==> config.mk <==
export PLATFORM = sky130hd
export DESIGN_NAME = wake_power_control
export DESIGN_NICKNAME = d
export VERILOG_FILES = /design/src/hw/wake_power_pkg.sv /design/src/hw/wake_power_control.sv
export SDC_FILE = /design/constraint.sdc
export NUM_CORES = 1
export LEC_CHECK = 0
export ABC_CLOCK_PERIOD_IN_PS = 2070
export BUFFER_PORTS_ARGS = -buffer_cell sky130_fd_sc_hd__buf_4
export CORE_ASPECT_RATIO = 0.9
export CORE_MARGIN = 2
export CORE_UTILIZATION = 42
export CTS_BUF_LIST = sky130_fd_sc_hd__clkbuf_8
export CTS_CLUSTER_DIAMETER = 30
export DETAILED_ROUTE_END_ITERATION = 10
export GPL_TIMING_DRIVEN = 0
export PLACE_DENSITY = 0.83
export SYNTH_ARGS = -nofsm -noshare
export SYNTH_HDL_FRONTEND = slang
export SYNTH_SLANG_ARGS = --single-unit
==> constraint.sdc <==
create_clock -name ref_clk -period 2.07 [get_ports ref_clk]
set_input_delay 0.414 -clock ref_clk [delete_from_list [all_inputs] [get_ports ref_clk]]
set_output_delay 0.414 -clock ref_clk [all_outputs]
set_load 0.05 [all_outputs]
==> src/hw/wake_power_pkg.sv <==
// constants of the link wake and power sequencer
//
// Contract
// - self-test end leaves test mode
// - pass flag holds until new test or powerdown
// - pass flag reads high after powerdown toggle
// - serializer starts in standby after power-up
// - wake signal moves serializer to active
// - serializer uses pixel clock when present, else oscillator, in every state
// - clearing wake bit returns serializer to standby
// - powered-down serializer holds link outputs high
// - serializer auto bit unused, oscillator chosen whenever pixel clock absent
// - deserializer auto mode sleeps without stream
// - powered-down outputs follow output state select
// - equaliser level and line monitor by register
// - staggered outputs enabled by register
// - spread spectrum programmable by register
// - serializer latch edge follows its select bit
// - deserializer strobe edge follows its select bit
package wake_power_pkg;
   // ==========================================
   // register indices, byte address is four times
   localparam logic [7:0] IDX_REMOTE_WAKE = 8'h01;
   localparam logic [7:0] IDX_DRV_MODE = 8'h26;
   localparam logic [7:0] IDX_DRV_NORMAL = 8'h27;
   localparam logic [7:0] IDX_CONFIG = 8'h30;
   localparam logic [7:0] IDX_STATUS = 8'h31;
   // ==========================================
   // fields
   localparam int REMOTE_WAKE_BIT = 2;
   localparam logic [7:0] DRV_WAKE_MODE = 8'hc0;
   localparam int CFG_EQ_LSB = 0;
   localparam int CFG_LINE_MON = 3;
   localparam int CFG_POWERDOWN_OUTPUT_STATE_SELECT = 4;
   localparam int CFG_STAGGER = 5;
   localparam int CFG_SSC_EN = 6;
   localparam int CFG_SSC_RATE_LSB = 7;
   localparam int CFG_SSC_DEV_LSB = 10;
   localparam int CFG_TX_EDGE = 12;
   localparam int CFG_RX_EDGE = 13;
   localparam int CFG_SER_AUTO = 14;
   localparam int CFG_DES_AUTO = 15;
   // ==========================================
   // reset values
   localparam logic [7:0] REMOTE_WAKE_RST = 8'h00;
   localparam logic [7:0] DRV_MODE_RST = 8'h00;
   localparam logic [7:0] DRV_NORMAL_RST = 8'h00;
   localparam logic [15:0] CONFIG_RST = 16'h3000;
   localparam logic [5:0] PIN_RST = 6'h00;
   // ==========================================
   // bus answers
   localparam logic [1:0] RESP_OKAY = 2'h0;
   localparam logic [1:0] RESP_SLVERR = 2'h2;
   // ==========================================
   // serializer power states, gray along the path
   typedef enum logic [1:0] {
      SER_OFF = 2'h0,
      SER_STANDBY = 2'h1,
      SER_ACTIVE = 2'h3
   } ser_state_e;
endpackage

==> src/hw/wake_power_control.sv <==
// link wake, powerdown and self-test flag control with register slave
//
// The AXI4-Lite interface to the registers was chosen for this implementation.
`timescale 1ns/1ps
`default_nettype none
module wake_power_control #(
   parameter int EQ_W = 3
) (
   // clock and reset
   input wire logic ref_clk,
   input wire logic reset_n,
   // axi4-lite write address and data
   input wire logic [31:0] s_axi_awaddr,
   input wire logic s_axi_awvalid,
   output logic s_axi_awready,
   input wire logic [31:0] s_axi_wdata,
   input wire logic [3:0] s_axi_wstrb,
   input wire logic s_axi_wvalid,
   output logic s_axi_wready,
   // axi4-lite write response
   output logic [1:0] s_axi_bresp,
   output logic s_axi_bvalid,
   input wire logic s_axi_bready,
   // axi4-lite read
   input wire logic [31:0] s_axi_araddr,
   input wire logic s_axi_arvalid,
   output logic s_axi_arready,
   output logic [31:0] s_axi_rdata,
   output logic [1:0] s_axi_rresp,
   output logic s_axi_rvalid,
   input wire logic s_axi_rready,
   // pins from outside
   input wire logic power_down_input_n,
   input wire logic pclk_present,
   input wire logic stream_present,
   input wire logic wake_detect,
   input wire logic link_self_test_en,
   input wire logic link_self_test_error,
   // serializer side
   output logic wake_send,
   output logic ser_standby,
   output logic ser_use_osc,
   output logic ser_link_out_high,
   output logic tx_latch_edge_select,
   // deserializer side
   output logic des_powered,
   output logic des_lock,
   output logic des_out_force,
   output logic des_out_level,
   output logic self_test_active,
   output logic self_test_pass,
   output logic rx_strobe_edge_select,
   // signal quality controls
   output logic [EQ_W-1:0] eq_level,
   output logic line_monitor_output_en,
   output logic stagger_en,
   output logic spread_spectrum_modulator_en,
   output logic [2:0] ssc_rate,
   output logic [1:0] ssc_dev
);
   // ==========================================
   // pin synchronisers
   logic [5:0] pin_raw;
   logic [5:0] pin_s1_reg;
   logic [5:0] pin_s2_reg;
   logic [5:0] pin_s3_reg;
   logic [5:0] pin_f_reg;
   logic pdb_f;
   logic pclk_f;
   logic stream_f;
   logic wake_f;
   logic test_en_f;
   logic test_err_f;

   assign pin_raw = {link_self_test_error, link_self_test_en, wake_detect,
      stream_present, pclk_present, power_down_input_n};
   assign pdb_f = pin_f_reg[0];
   assign pclk_f = pin_f_reg[1];
   assign stream_f = pin_f_reg[2];
   assign wake_f = pin_f_reg[3];
   assign test_en_f = pin_f_reg[4];
   assign test_err_f = pin_f_reg[5];

   always_ff @(posedge ref_clk) begin
      if (!reset_n) begin
         pin_s1_reg <= wake_power_pkg::PIN_RST;
         pin_s2_reg <= wake_power_pkg::PIN_RST;
         pin_s3_reg <= wake_power_pkg::PIN_RST;
         pin_f_reg <= wake_power_pkg::PIN_RST;
      end else begin
         pin_s1_reg <= pin_raw;
         pin_s2_reg <= pin_s1_reg;
         pin_s3_reg <= pin_s2_reg;
         for (int i = 0; i < 6; i++) begin
            if (pin_s2_reg[i] == pin_s3_reg[i]) begin
               pin_f_reg[i] <= pin_s3_reg[i];
            end
         end
      end
   end

   // ==========================================
   // register slave
   logic [7:0] remote_wake_control_reg;
   logic [7:0] control_channel_driver_mode_reg;
   logic [7:0] control_channel_driver_normal_reg;
   logic [15:0] config_reg;
   logic [7:0] wr_idx;
   logic [7:0] rd_idx;
   logic wr_fire;
   logic wr_hit;
   logic [31:0] rd_data;
   logic rd_hit;
   logic [7:0] status_byte;

   assign wr_idx = s_axi_awaddr[9:2];
   assign rd_idx = s_axi_araddr[9:2];
   assign wr_fire = s_axi_awvalid && s_axi_wvalid && !s_axi_bvalid
      && !s_axi_awready;
   assign wr_hit = (s_axi_awaddr[31:10] == 22'h0)
      && (s_axi_awaddr[1:0] == 2'h0)
      && (wr_idx == wake_power_pkg::IDX_REMOTE_WAKE
      || wr_idx == wake_power_pkg::IDX_DRV_MODE
      || wr_idx == wake_power_pkg::IDX_DRV_NORMAL
      || wr_idx == wake_power_pkg::IDX_CONFIG);

   always_ff @(posedge ref_clk) begin
      if (!reset_n) begin
         s_axi_awready <= 1'b0;
         s_axi_wready <= 1'b0;
         s_axi_bvalid <= 1'b0;
         s_axi_bresp <= wake_power_pkg::RESP_OKAY;
      end else begin
         s_axi_awready <= wr_fire;
         s_axi_wready <= wr_fire;
         if (wr_fire) begin
            s_axi_bvalid <= 1'b1;
            s_axi_bresp <= wr_hit ? wake_power_pkg::RESP_OKAY
               : wake_power_pkg::RESP_SLVERR;
         end else if (s_axi_bready) begin
            s_axi_bvalid <= 1'b0;
         end
      end
   end

   always_ff @(posedge ref_clk) begin
      if (!reset_n) begin
         remote_wake_control_reg <= wake_power_pkg::REMOTE_WAKE_RST;
         control_channel_driver_mode_reg <= wake_power_pkg::DRV_MODE_RST;
         control_channel_driver_normal_reg <= wake_power_pkg::DRV_NORMAL_RST;
         config_reg <= wake_power_pkg::CONFIG_RST;
      end else if (wr_fire && wr_hit) begin
         if (wr_idx == wake_power_pkg::IDX_REMOTE_WAKE && s_axi_wstrb[0]) begin
            remote_wake_control_reg <= s_axi_wdata[7:0];
         end
         if (wr_idx == wake_power_pkg::IDX_DRV_MODE && s_axi_wstrb[0]) begin
            control_channel_driver_mode_reg <= s_axi_wdata[7:0];
         end
         if (wr_idx == wake_power_pkg::IDX_DRV_NORMAL && s_axi_wstrb[0]) begin
            control_channel_driver_normal_reg <= s_axi_wdata[7:0];
         end
         if (wr_idx == wake_power_pkg::IDX_CONFIG) begin
            if (s_axi_wstrb[0]) begin
               config_reg[7:0] <= s_axi_wdata[7:0];
            end
            if (s_axi_wstrb[1]) begin
               config_reg[15:8] <= s_axi_wdata[15:8];
            end
         end
      end
   end

   wake_power_pkg::ser_state_e ser_state_reg;

   always_comb begin
      rd_hit = (s_axi_araddr[31:10] == 22'h0) && (s_axi_araddr[1:0] == 2'h0);
      rd_data = 32'h0;
      unique case (rd_idx)
         wake_power_pkg::IDX_REMOTE_WAKE: begin
            rd_data[7:0] = remote_wake_control_reg;
         end
         wake_power_pkg::IDX_DRV_MODE: begin
            rd_data[7:0] = control_channel_driver_mode_reg;
         end
         wake_power_pkg::IDX_DRV_NORMAL: begin
            rd_data[7:0] = control_channel_driver_normal_reg;
         end
         wake_power_pkg::IDX_CONFIG: begin
            rd_data[15:0] = config_reg;
         end
         wake_power_pkg::IDX_STATUS: begin
            rd_data[7:0] = status_byte;
         end
         default: begin
            rd_hit = 1'b0;
         end
      endcase
   end

   always_ff @(posedge ref_clk) begin
      if (!reset_n) begin
         s_axi_arready <= 1'b0;
         s_axi_rvalid <= 1'b0;
         s_axi_rdata <= 32'h0;
         s_axi_rresp <= wake_power_pkg::RESP_OKAY;
      end else begin
         s_axi_arready <= s_axi_arvalid && !s_axi_rvalid && !s_axi_arready;
         if (s_axi_arvalid && !s_axi_rvalid && !s_axi_arready) begin
            s_axi_rvalid <= 1'b1;
            s_axi_rdata <= rd_hit ? rd_data : 32'h0;
            s_axi_rresp <= rd_hit ? wake_power_pkg::RESP_OKAY
               : wake_power_pkg::RESP_SLVERR;
         end else if (s_axi_rready) begin
            s_axi_rvalid <= 1'b0;
         end
      end
   end

   // ==========================================
   // wake signalling and serializer power state
   logic rem_wake;
   logic rem_wake_prev_reg;
   logic rem_wake_fall;
   logic wake_mode;

   assign rem_wake = remote_wake_control_reg[wake_power_pkg::REMOTE_WAKE_BIT];
   assign rem_wake_fall = rem_wake_prev_reg && !rem_wake;
   assign wake_mode = control_channel_driver_mode_reg
      == wake_power_pkg::DRV_WAKE_MODE;

   always_ff @(posedge ref_clk) begin
      if (!reset_n) begin
         rem_wake_prev_reg <= 1'b0;
         wake_send <= 1'b0;
      end else begin
         rem_wake_prev_reg <= rem_wake;
         wake_send <= wake_mode && rem_wake;
      end
   end

   always_ff @(posedge ref_clk) begin
      if (!reset_n) begin
         ser_state_reg <= wake_power_pkg::SER_OFF;
      end else if (!pdb_f) begin
         ser_state_reg <= wake_power_pkg::SER_OFF;
      end else begin
         unique case (ser_state_reg)
            wake_power_pkg::SER_OFF: begin
               ser_state_reg <= wake_power_pkg::SER_STANDBY;
            end
            wake_power_pkg::SER_STANDBY: begin
               if (wake_f) begin
                  ser_state_reg <= wake_power_pkg::SER_ACTIVE;
               end
            end
            wake_power_pkg::SER_ACTIVE: begin
               if (rem_wake_fall) begin
                  ser_state_reg <= wake_power_pkg::SER_STANDBY;
               end
            end
            default: begin
               ser_state_reg <= wake_power_pkg::SER_OFF;
            end
         endcase
      end
   end

   always_ff @(posedge ref_clk) begin
      if (!reset_n) begin
         ser_standby <= 1'b1;
         ser_use_osc <= 1'b1;
         ser_link_out_high <= 1'b1;
      end else begin
         ser_standby <= ser_state_reg != wake_power_pkg::SER_ACTIVE;
         ser_use_osc <= !pclk_f;
         ser_link_out_high <= !pdb_f;
      end
   end

   // ==========================================
   // deserializer power, lock and powered-down outputs
   logic des_on;
   assign des_on = pdb_f && (!config_reg[wake_power_pkg::CFG_DES_AUTO]
      || stream_f);

   always_ff @(posedge ref_clk) begin
      if (!reset_n) begin
         des_powered <= 1'b0;
         des_lock <= 1'b0;
         des_out_force <= 1'b1;
         des_out_level <= 1'b0;
      end else begin
         des_powered <= des_on;
         des_lock <= des_on && stream_f;
         des_out_force <= !des_on;
         des_out_level <= !des_on && config_reg[wake_power_pkg::CFG_POWERDOWN_OUTPUT_STATE_SELECT];
      end
   end

   // ==========================================
   // self-test session and pass flag
   logic test_start;
   assign test_start = !self_test_active && test_en_f && des_lock;

   always_ff @(posedge ref_clk) begin
      if (!reset_n) begin
         self_test_active <= 1'b0;
         self_test_pass <= 1'b1;
      end else if (!pdb_f) begin
         self_test_active <= 1'b0;
         self_test_pass <= 1'b1;
      end else if (test_start) begin
         self_test_active <= 1'b1;
         self_test_pass <= 1'b1;
      end else if (self_test_active) begin
         self_test_active <= test_en_f;
         if (test_err_f && test_en_f) begin
            self_test_pass <= 1'b0;
         end
      end
   end

   assign status_byte = {1'b0, self_test_active, self_test_pass, des_lock,
      des_powered, ser_use_osc, ser_standby, wake_send};

   // ==========================================
   // signal quality and clock edge controls
   always_ff @(posedge ref_clk) begin
      if (!reset_n) begin
         eq_level <= '0;
         line_monitor_output_en <= 1'b0;
         stagger_en <= 1'b0;
         spread_spectrum_modulator_en <= 1'b0;
         ssc_rate <= 3'h0;
         ssc_dev <= 2'h0;
         tx_latch_edge_select <= 1'b1;
         rx_strobe_edge_select <= 1'b1;
      end else begin
         eq_level <= config_reg[wake_power_pkg::CFG_EQ_LSB +: EQ_W];
         line_monitor_output_en <= config_reg[wake_power_pkg::CFG_LINE_MON];
         stagger_en <= config_reg[wake_power_pkg::CFG_STAGGER];
         spread_spectrum_modulator_en <=
            config_reg[wake_power_pkg::CFG_SSC_EN];
         ssc_rate <= config_reg[wake_power_pkg::CFG_SSC_RATE_LSB +: 3];
         ssc_dev <= config_reg[wake_power_pkg::CFG_SSC_DEV_LSB +: 2];
         tx_latch_edge_select <=
            config_reg[wake_power_pkg::CFG_TX_EDGE];
         rx_strobe_edge_select <=
            config_reg[wake_power_pkg::CFG_RX_EDGE];
      end
   end
endmodule
`default_nettype wire

# --- Word level (Yosys, flattened, before mapping) ---
# Cells that the tools add are included.
op_classes:
  n_eq_ne: 21
  n_mux: 15
  bitwise_logic: 2
  n_reduce_logical: 51
op_table:
  columns: ["cell", "n"]
  rows:
  - ["$eq A8 B6 Y1 const B", 7]
  - ["$logic_not A22 Y1", 2]
  - ["$pmux W8 S5", 1]
  - ["$logic_and A1 B1 Y1", 20]
  - ["$eq A8 B1 Y1 const B", 2]
  - ["$mux W16", 1]
  - ["$reduce_and A2 Y1", 6]
  - ["$logic_not A1 Y1", 10]
  - ["$eq A8 B8 Y1 const B", 1]
  - ["$mux W2", 4]
  - ["$mux W8", 1]
  - ["$mux W1", 7]
  - ["$eq A1 B1 Y1", 6]
  - ["$logic_not A2 Y1", 3]
  - ["$ne A2 B2 Y1 const B", 3]
  - ["$pmux W2 S3", 1]
  - ["$reduce_and A3 Y1", 2]
  - ["$reduce_or A5 Y1", 1]
  - ["$logic_or A1 B1 Y1", 4]
  - ["$reduce_bool A2 Y1", 2]
  - ["$reduce_or A3 Y1", 1]
  - ["$eq A2 B1 Y1 const B", 1]
  - ["$eq A2 B2 Y1 const B", 1]
  - ["$not A1 Y1", 2]
totals:
  regBits: 130
  in_bits: 113
  out_inout_bits: 64
  word_cells: 130

# --- Depth between registers and ports, before layout ---
depth:
  word_depth: 7
  mapped_depth: 7
  depth_no_buf: 5

# --- Least setup slack after synthesis ---
# Ideal clock, no wire load.
synth_path:
  kind: "flip-flop to flip-flop"
  startpoint: "register s_axi_bvalid"
  endpoint: "register control_channel_driver_normal_reg[2]"
  setup_ns: 0.072
  t_arrival_ns: 1.990
  required_time_ns: 1.998
  slack_ns: 0.008
  stages_incl_launch_ff: 7
  n_path_buf: 1
  path_cell_list: "dfxtp_1 -> nor4bb_1 -> and4bb_2 -> and3_1 -> and3_1 -> buf_6 -> mux2i_1"
synth_between:
  elab_chain_cells: 5
synth_rtl:
  columns: ["element", "line_no", "source"]
  rows:
  - ["start, declared", "wake_power_control.sv:22", "output logic s_axi_bvalid,"]
  - ["start signal, assigned", "wake_power_control.sv:131", "s_axi_bvalid <= 1'b0;"]
  - ["start signal, assigned", "wake_power_control.sv:137", "s_axi_bvalid <= 1'b1;"]
  - ["start signal, assigned", "wake_power_control.sv:141", "s_axi_bvalid <= 1'b0;"]
  - ["$logic_not A1 Y1", "wake_power_control.sv:118", "assign wr_fire = s_axi_awvalid && s_axi_wvalid && !s_axi_bvalid"]
  - ["$logic_and A1 B1 Y1", "wake_power_control.sv:118", null]
  - ["$logic_and A1 B1 Y1", "wake_power_control.sv:119", "&& !s_axi_awready;"]
  - ["$logic_and A1 B1 Y1", "wake_power_control.sv:152", "end else if (wr_fire && wr_hit) begin"]
  - ["$reduce_and A2 Y1 (no line)", null, null]
  - ["end signal, assigned", "wake_power_control.sv:150", "control_channel_driver_normal_reg <= wake_power_pkg::DRV_NORMAL_RST;"]
  - ["end signal, assigned", "wake_power_control.sv:160", "control_channel_driver_normal_reg <= s_axi_wdata[7:0];"]
  - ["end, declared", "wake_power_control.sv:106", "logic [7:0] control_channel_driver_normal_reg;"]
# Every way passes these cells.
# A chain may end at the register's enable or synchronous reset.

# --- Final worst setup path ---
layout_path:
  startpoint: "register s_axi_bvalid"
  endpoint: "register control_channel_driver_normal_reg[0]"
# Same word-level chain as after synthesis.

==> results.yml <==
clock_network:
  cts_tree: "built"
  cts.sinks: 112
  path_clk_slew_ps: 110
  cts-root-buf: "clkbuf_8"
  cts_max_level: 3
  clk_latency_ps: 380
  clockBufferDepth: 2
  hold_buffers: 0
  cts_inserted_buffers: 9
final_layout:
  final_cells: 762
  fin_area_sq_um: 5856
  drive_gt1_share_pct: 30.81
  num-fill-cells: 904
  area_growth_pct: 35.69
  final_nets: 741
  final_cell_mix: "buf_4 (159), dfxtp_1 (112), nand2_1 (65)"
  final_common_cell: "buf_4"
  diodes: 0
placement:
  globalplace.congestion: 0.9001
  hpwl_um: 8844
  dpl.cell_count: 745
  port-buffer-count: 139
  placed_cell_area_sq_um: 5584
route:
  dr.pass1.iters: 4
  ant_nets: 0
  drtIter0Drc: 232
  drt-wirelength-per-cell_um: 15.04
  drt_drc_violations_left: 0
  dr_total_vias: 3915
  wirelength_um: 11460
  vias_per_cell: 5.138
grt:
  antenna_found_initial: 0
  grt_max_degree: 22
  grt_pass1_wl_um: 18150
  gr-usage-all-layers_pct: 20.35
  grt-ovfl-total: 0
  grt_pass1_vias: 3674
floorplanning:
  num_io_pins: 177
  fp.dieW_um: 110.8
  initial_core_util_pct: 42.66
  rows: 35
  die-height_um: 100.2
  die-area_sq_um: 11100
  core_area_sq_um: 10120
timing:
  holdWs_ps: 231.8
  period_minus_slack_ps: 1932
  fmax_mhz: 517.5
  timing.slew.headroom_pct: 47.43
  fin_skew_ps: 10.90
  period_share_pct: 93.34
  rsz0062_at_grt: "false"
  final_hold_viol_count: 0
  setup_viol: 0
  report.final.slew_viol_count: 0
  worst_pin_slew_ps: 782.0
critical_path:
  worstPathArrival_ps: 2240
  worstSetupEndpointType: "flop"
  critical_path.max_fanout: 8
  cp-start-kind: "flop"
  critPathKind: "reg2reg"
  required_ps: 2380
synth:
  ys.flop_type: "dfxtp_1"
  syn_area_sq_um: 4315
  yosysUniqueCellTypes: 43
  synth_top_area_share_pct: 51.96
  syn_area_per_cell_sq_um: 9.381
  yosysTopAreaCell: "dfxtp_1"
  yosys-top-cells-area: "dfxtp_1 (52%), mux2i_1 (7.0%), nand2_1 (5.7%), and2_1 (3.8%), o21ai_0 (3.6%)"
  ys_warn_count: 0
  seq_area_frac_synth_pct: 51.96
  synth_edf_count: 0
  ys_async_sr_fraction_pct: 0
  syn_inst: 460
  ys_ff_latch: 112
power:
  p_leak_nw: 2.581
  power_density_nw_per_um2: 666.5
  combPwrFrac_pct: 11.1
  seqPwrFrac_pct: 56.0
  intPower_mw: 2.847
  p_sw_mw: 1.056
  vdd_drop_max_uv: 363.5
  clkPwrFrac_pct: 32.9
  p_sw_share_pct: 27.06
status:
  status: "completed"
min_path:
  hold_path_class: "in2reg"
run:
  drv_cap: 0
-- per-layer routing --
metal	global-route usage, %	part of all wire [%]	vias to the layer above
met5	0	0	-
met4	5.577	1.4	0
met3	4.710	7.8	14
met2	34.03	47	171
met1	26.75	44	1820
li1	-	-	1910
-- Yosys cell counts (2+ instances only) --
master / instances
a21oi_1: 21
clkbuf_1: 15
nand3_1: 18
nand3b_1: 3
nor3_1: 7
mux2_2: 2
or4_1: 4
and4b_1: 2
nand2_1: 65
o21ai_0: 31
buf_6: 2
buf_4: 19
and2_1: 26
nor2_1: 20
or3b_2: 2
nand2b_1: 8
buf_2: 3
inv_1: 8
mux2i_1: 30
o211ai_1: 8
dfxtp_1: 112
o21ai_1: 4
nor4_1: 11
a22oi_1: 15
nand4_2: 2
and3_1: 5
-- through the flow --
stage          utilization, %  total power, mW  TNS (ps)  worst slack, ps
5_1_grt                 57.89            4.059         0            9.206
3_5_place_dp            55.20            2.656    -12230           -435.2
4_1_cts                 57.29            3.937         0            20.77
2_1_floorplan               -            2.456         0            7.966
6_report                57.89            3.903         0            137.8
3_3_place_gp            55.20            2.647     -8990           -292.0
-- final timing paths --
path / startpoint / end / slack, ps / depth (start not counted)
hold reg to reg: pin_f_reg[1] / ser_use_osc / 420 / 1
setup reg to reg: s_axi_bvalid / control_channel_driver_normal_reg[0] / 140 / 6
hold / removal: wake_detect / pin_s1_reg[3] / 230 / 2
setup / recovery: s_axi_bvalid / control_channel_driver_normal_reg[0] / 140 / 6
-- what timing repair did --
item	CTS	global route
pin swaps	0	1
buffers inserted	0	1
setup endpoints to repair	26	40
endpoints found under the hold margin	0	0
gates resized for setup	2	9
-- cells by family (layout without fill, tap and decap cells) --
family	Yosys count	count (layout)	share of synthesized area, %
simple gates	185	185	23.17
flops	112	112	51.96
compound gates	82	82	11.05
buf+inv	48	204	6.262
mux	32	32	7.480
other cells	1	18	0.08690
-- power groups by stage --
| stage | combinational [mW] | clock, mW | sequential, mW |
|---|---|---|---|
| floorplan | 0.194 | 0 | 2.26 |
| global placement | 0.412 | 0 | 2.23 |
| detailed placement | 0.421 | 0 | 2.24 |
| CTS | 0.424 | 1.33 | 2.19 |
| global route | 0.460 | 1.41 | 2.19 |
| finish | 0.432 | 1.28 | 2.19 |
-- area by class of cell --
class                           count  area [sq um]  share of cell area, %
Clock inverter                      7         72.57                  1.239
Clock buffer                        9         123.9                  2.115
Multi-Input combinational cell    317          1933                  33.01
Buffer                             39         237.7                  4.060
Tap cell                          129         161.4                  2.756
Sequential cell                   112          2242                  38.29
Inverter                            9         33.78                 0.5769
Timing Repair Buffer              140          1051                  17.95
-- worst max-delay path, cell delays in order, from the launching register on --
cell and delay, ps:
dfxtp_1 380, nor4bb_4 400, and4bb_4 360, and3_1 190, and3_1 170, buf_6 160, mux2i_1 200
No activity file was read; power rests on OpenSTA's default activity.
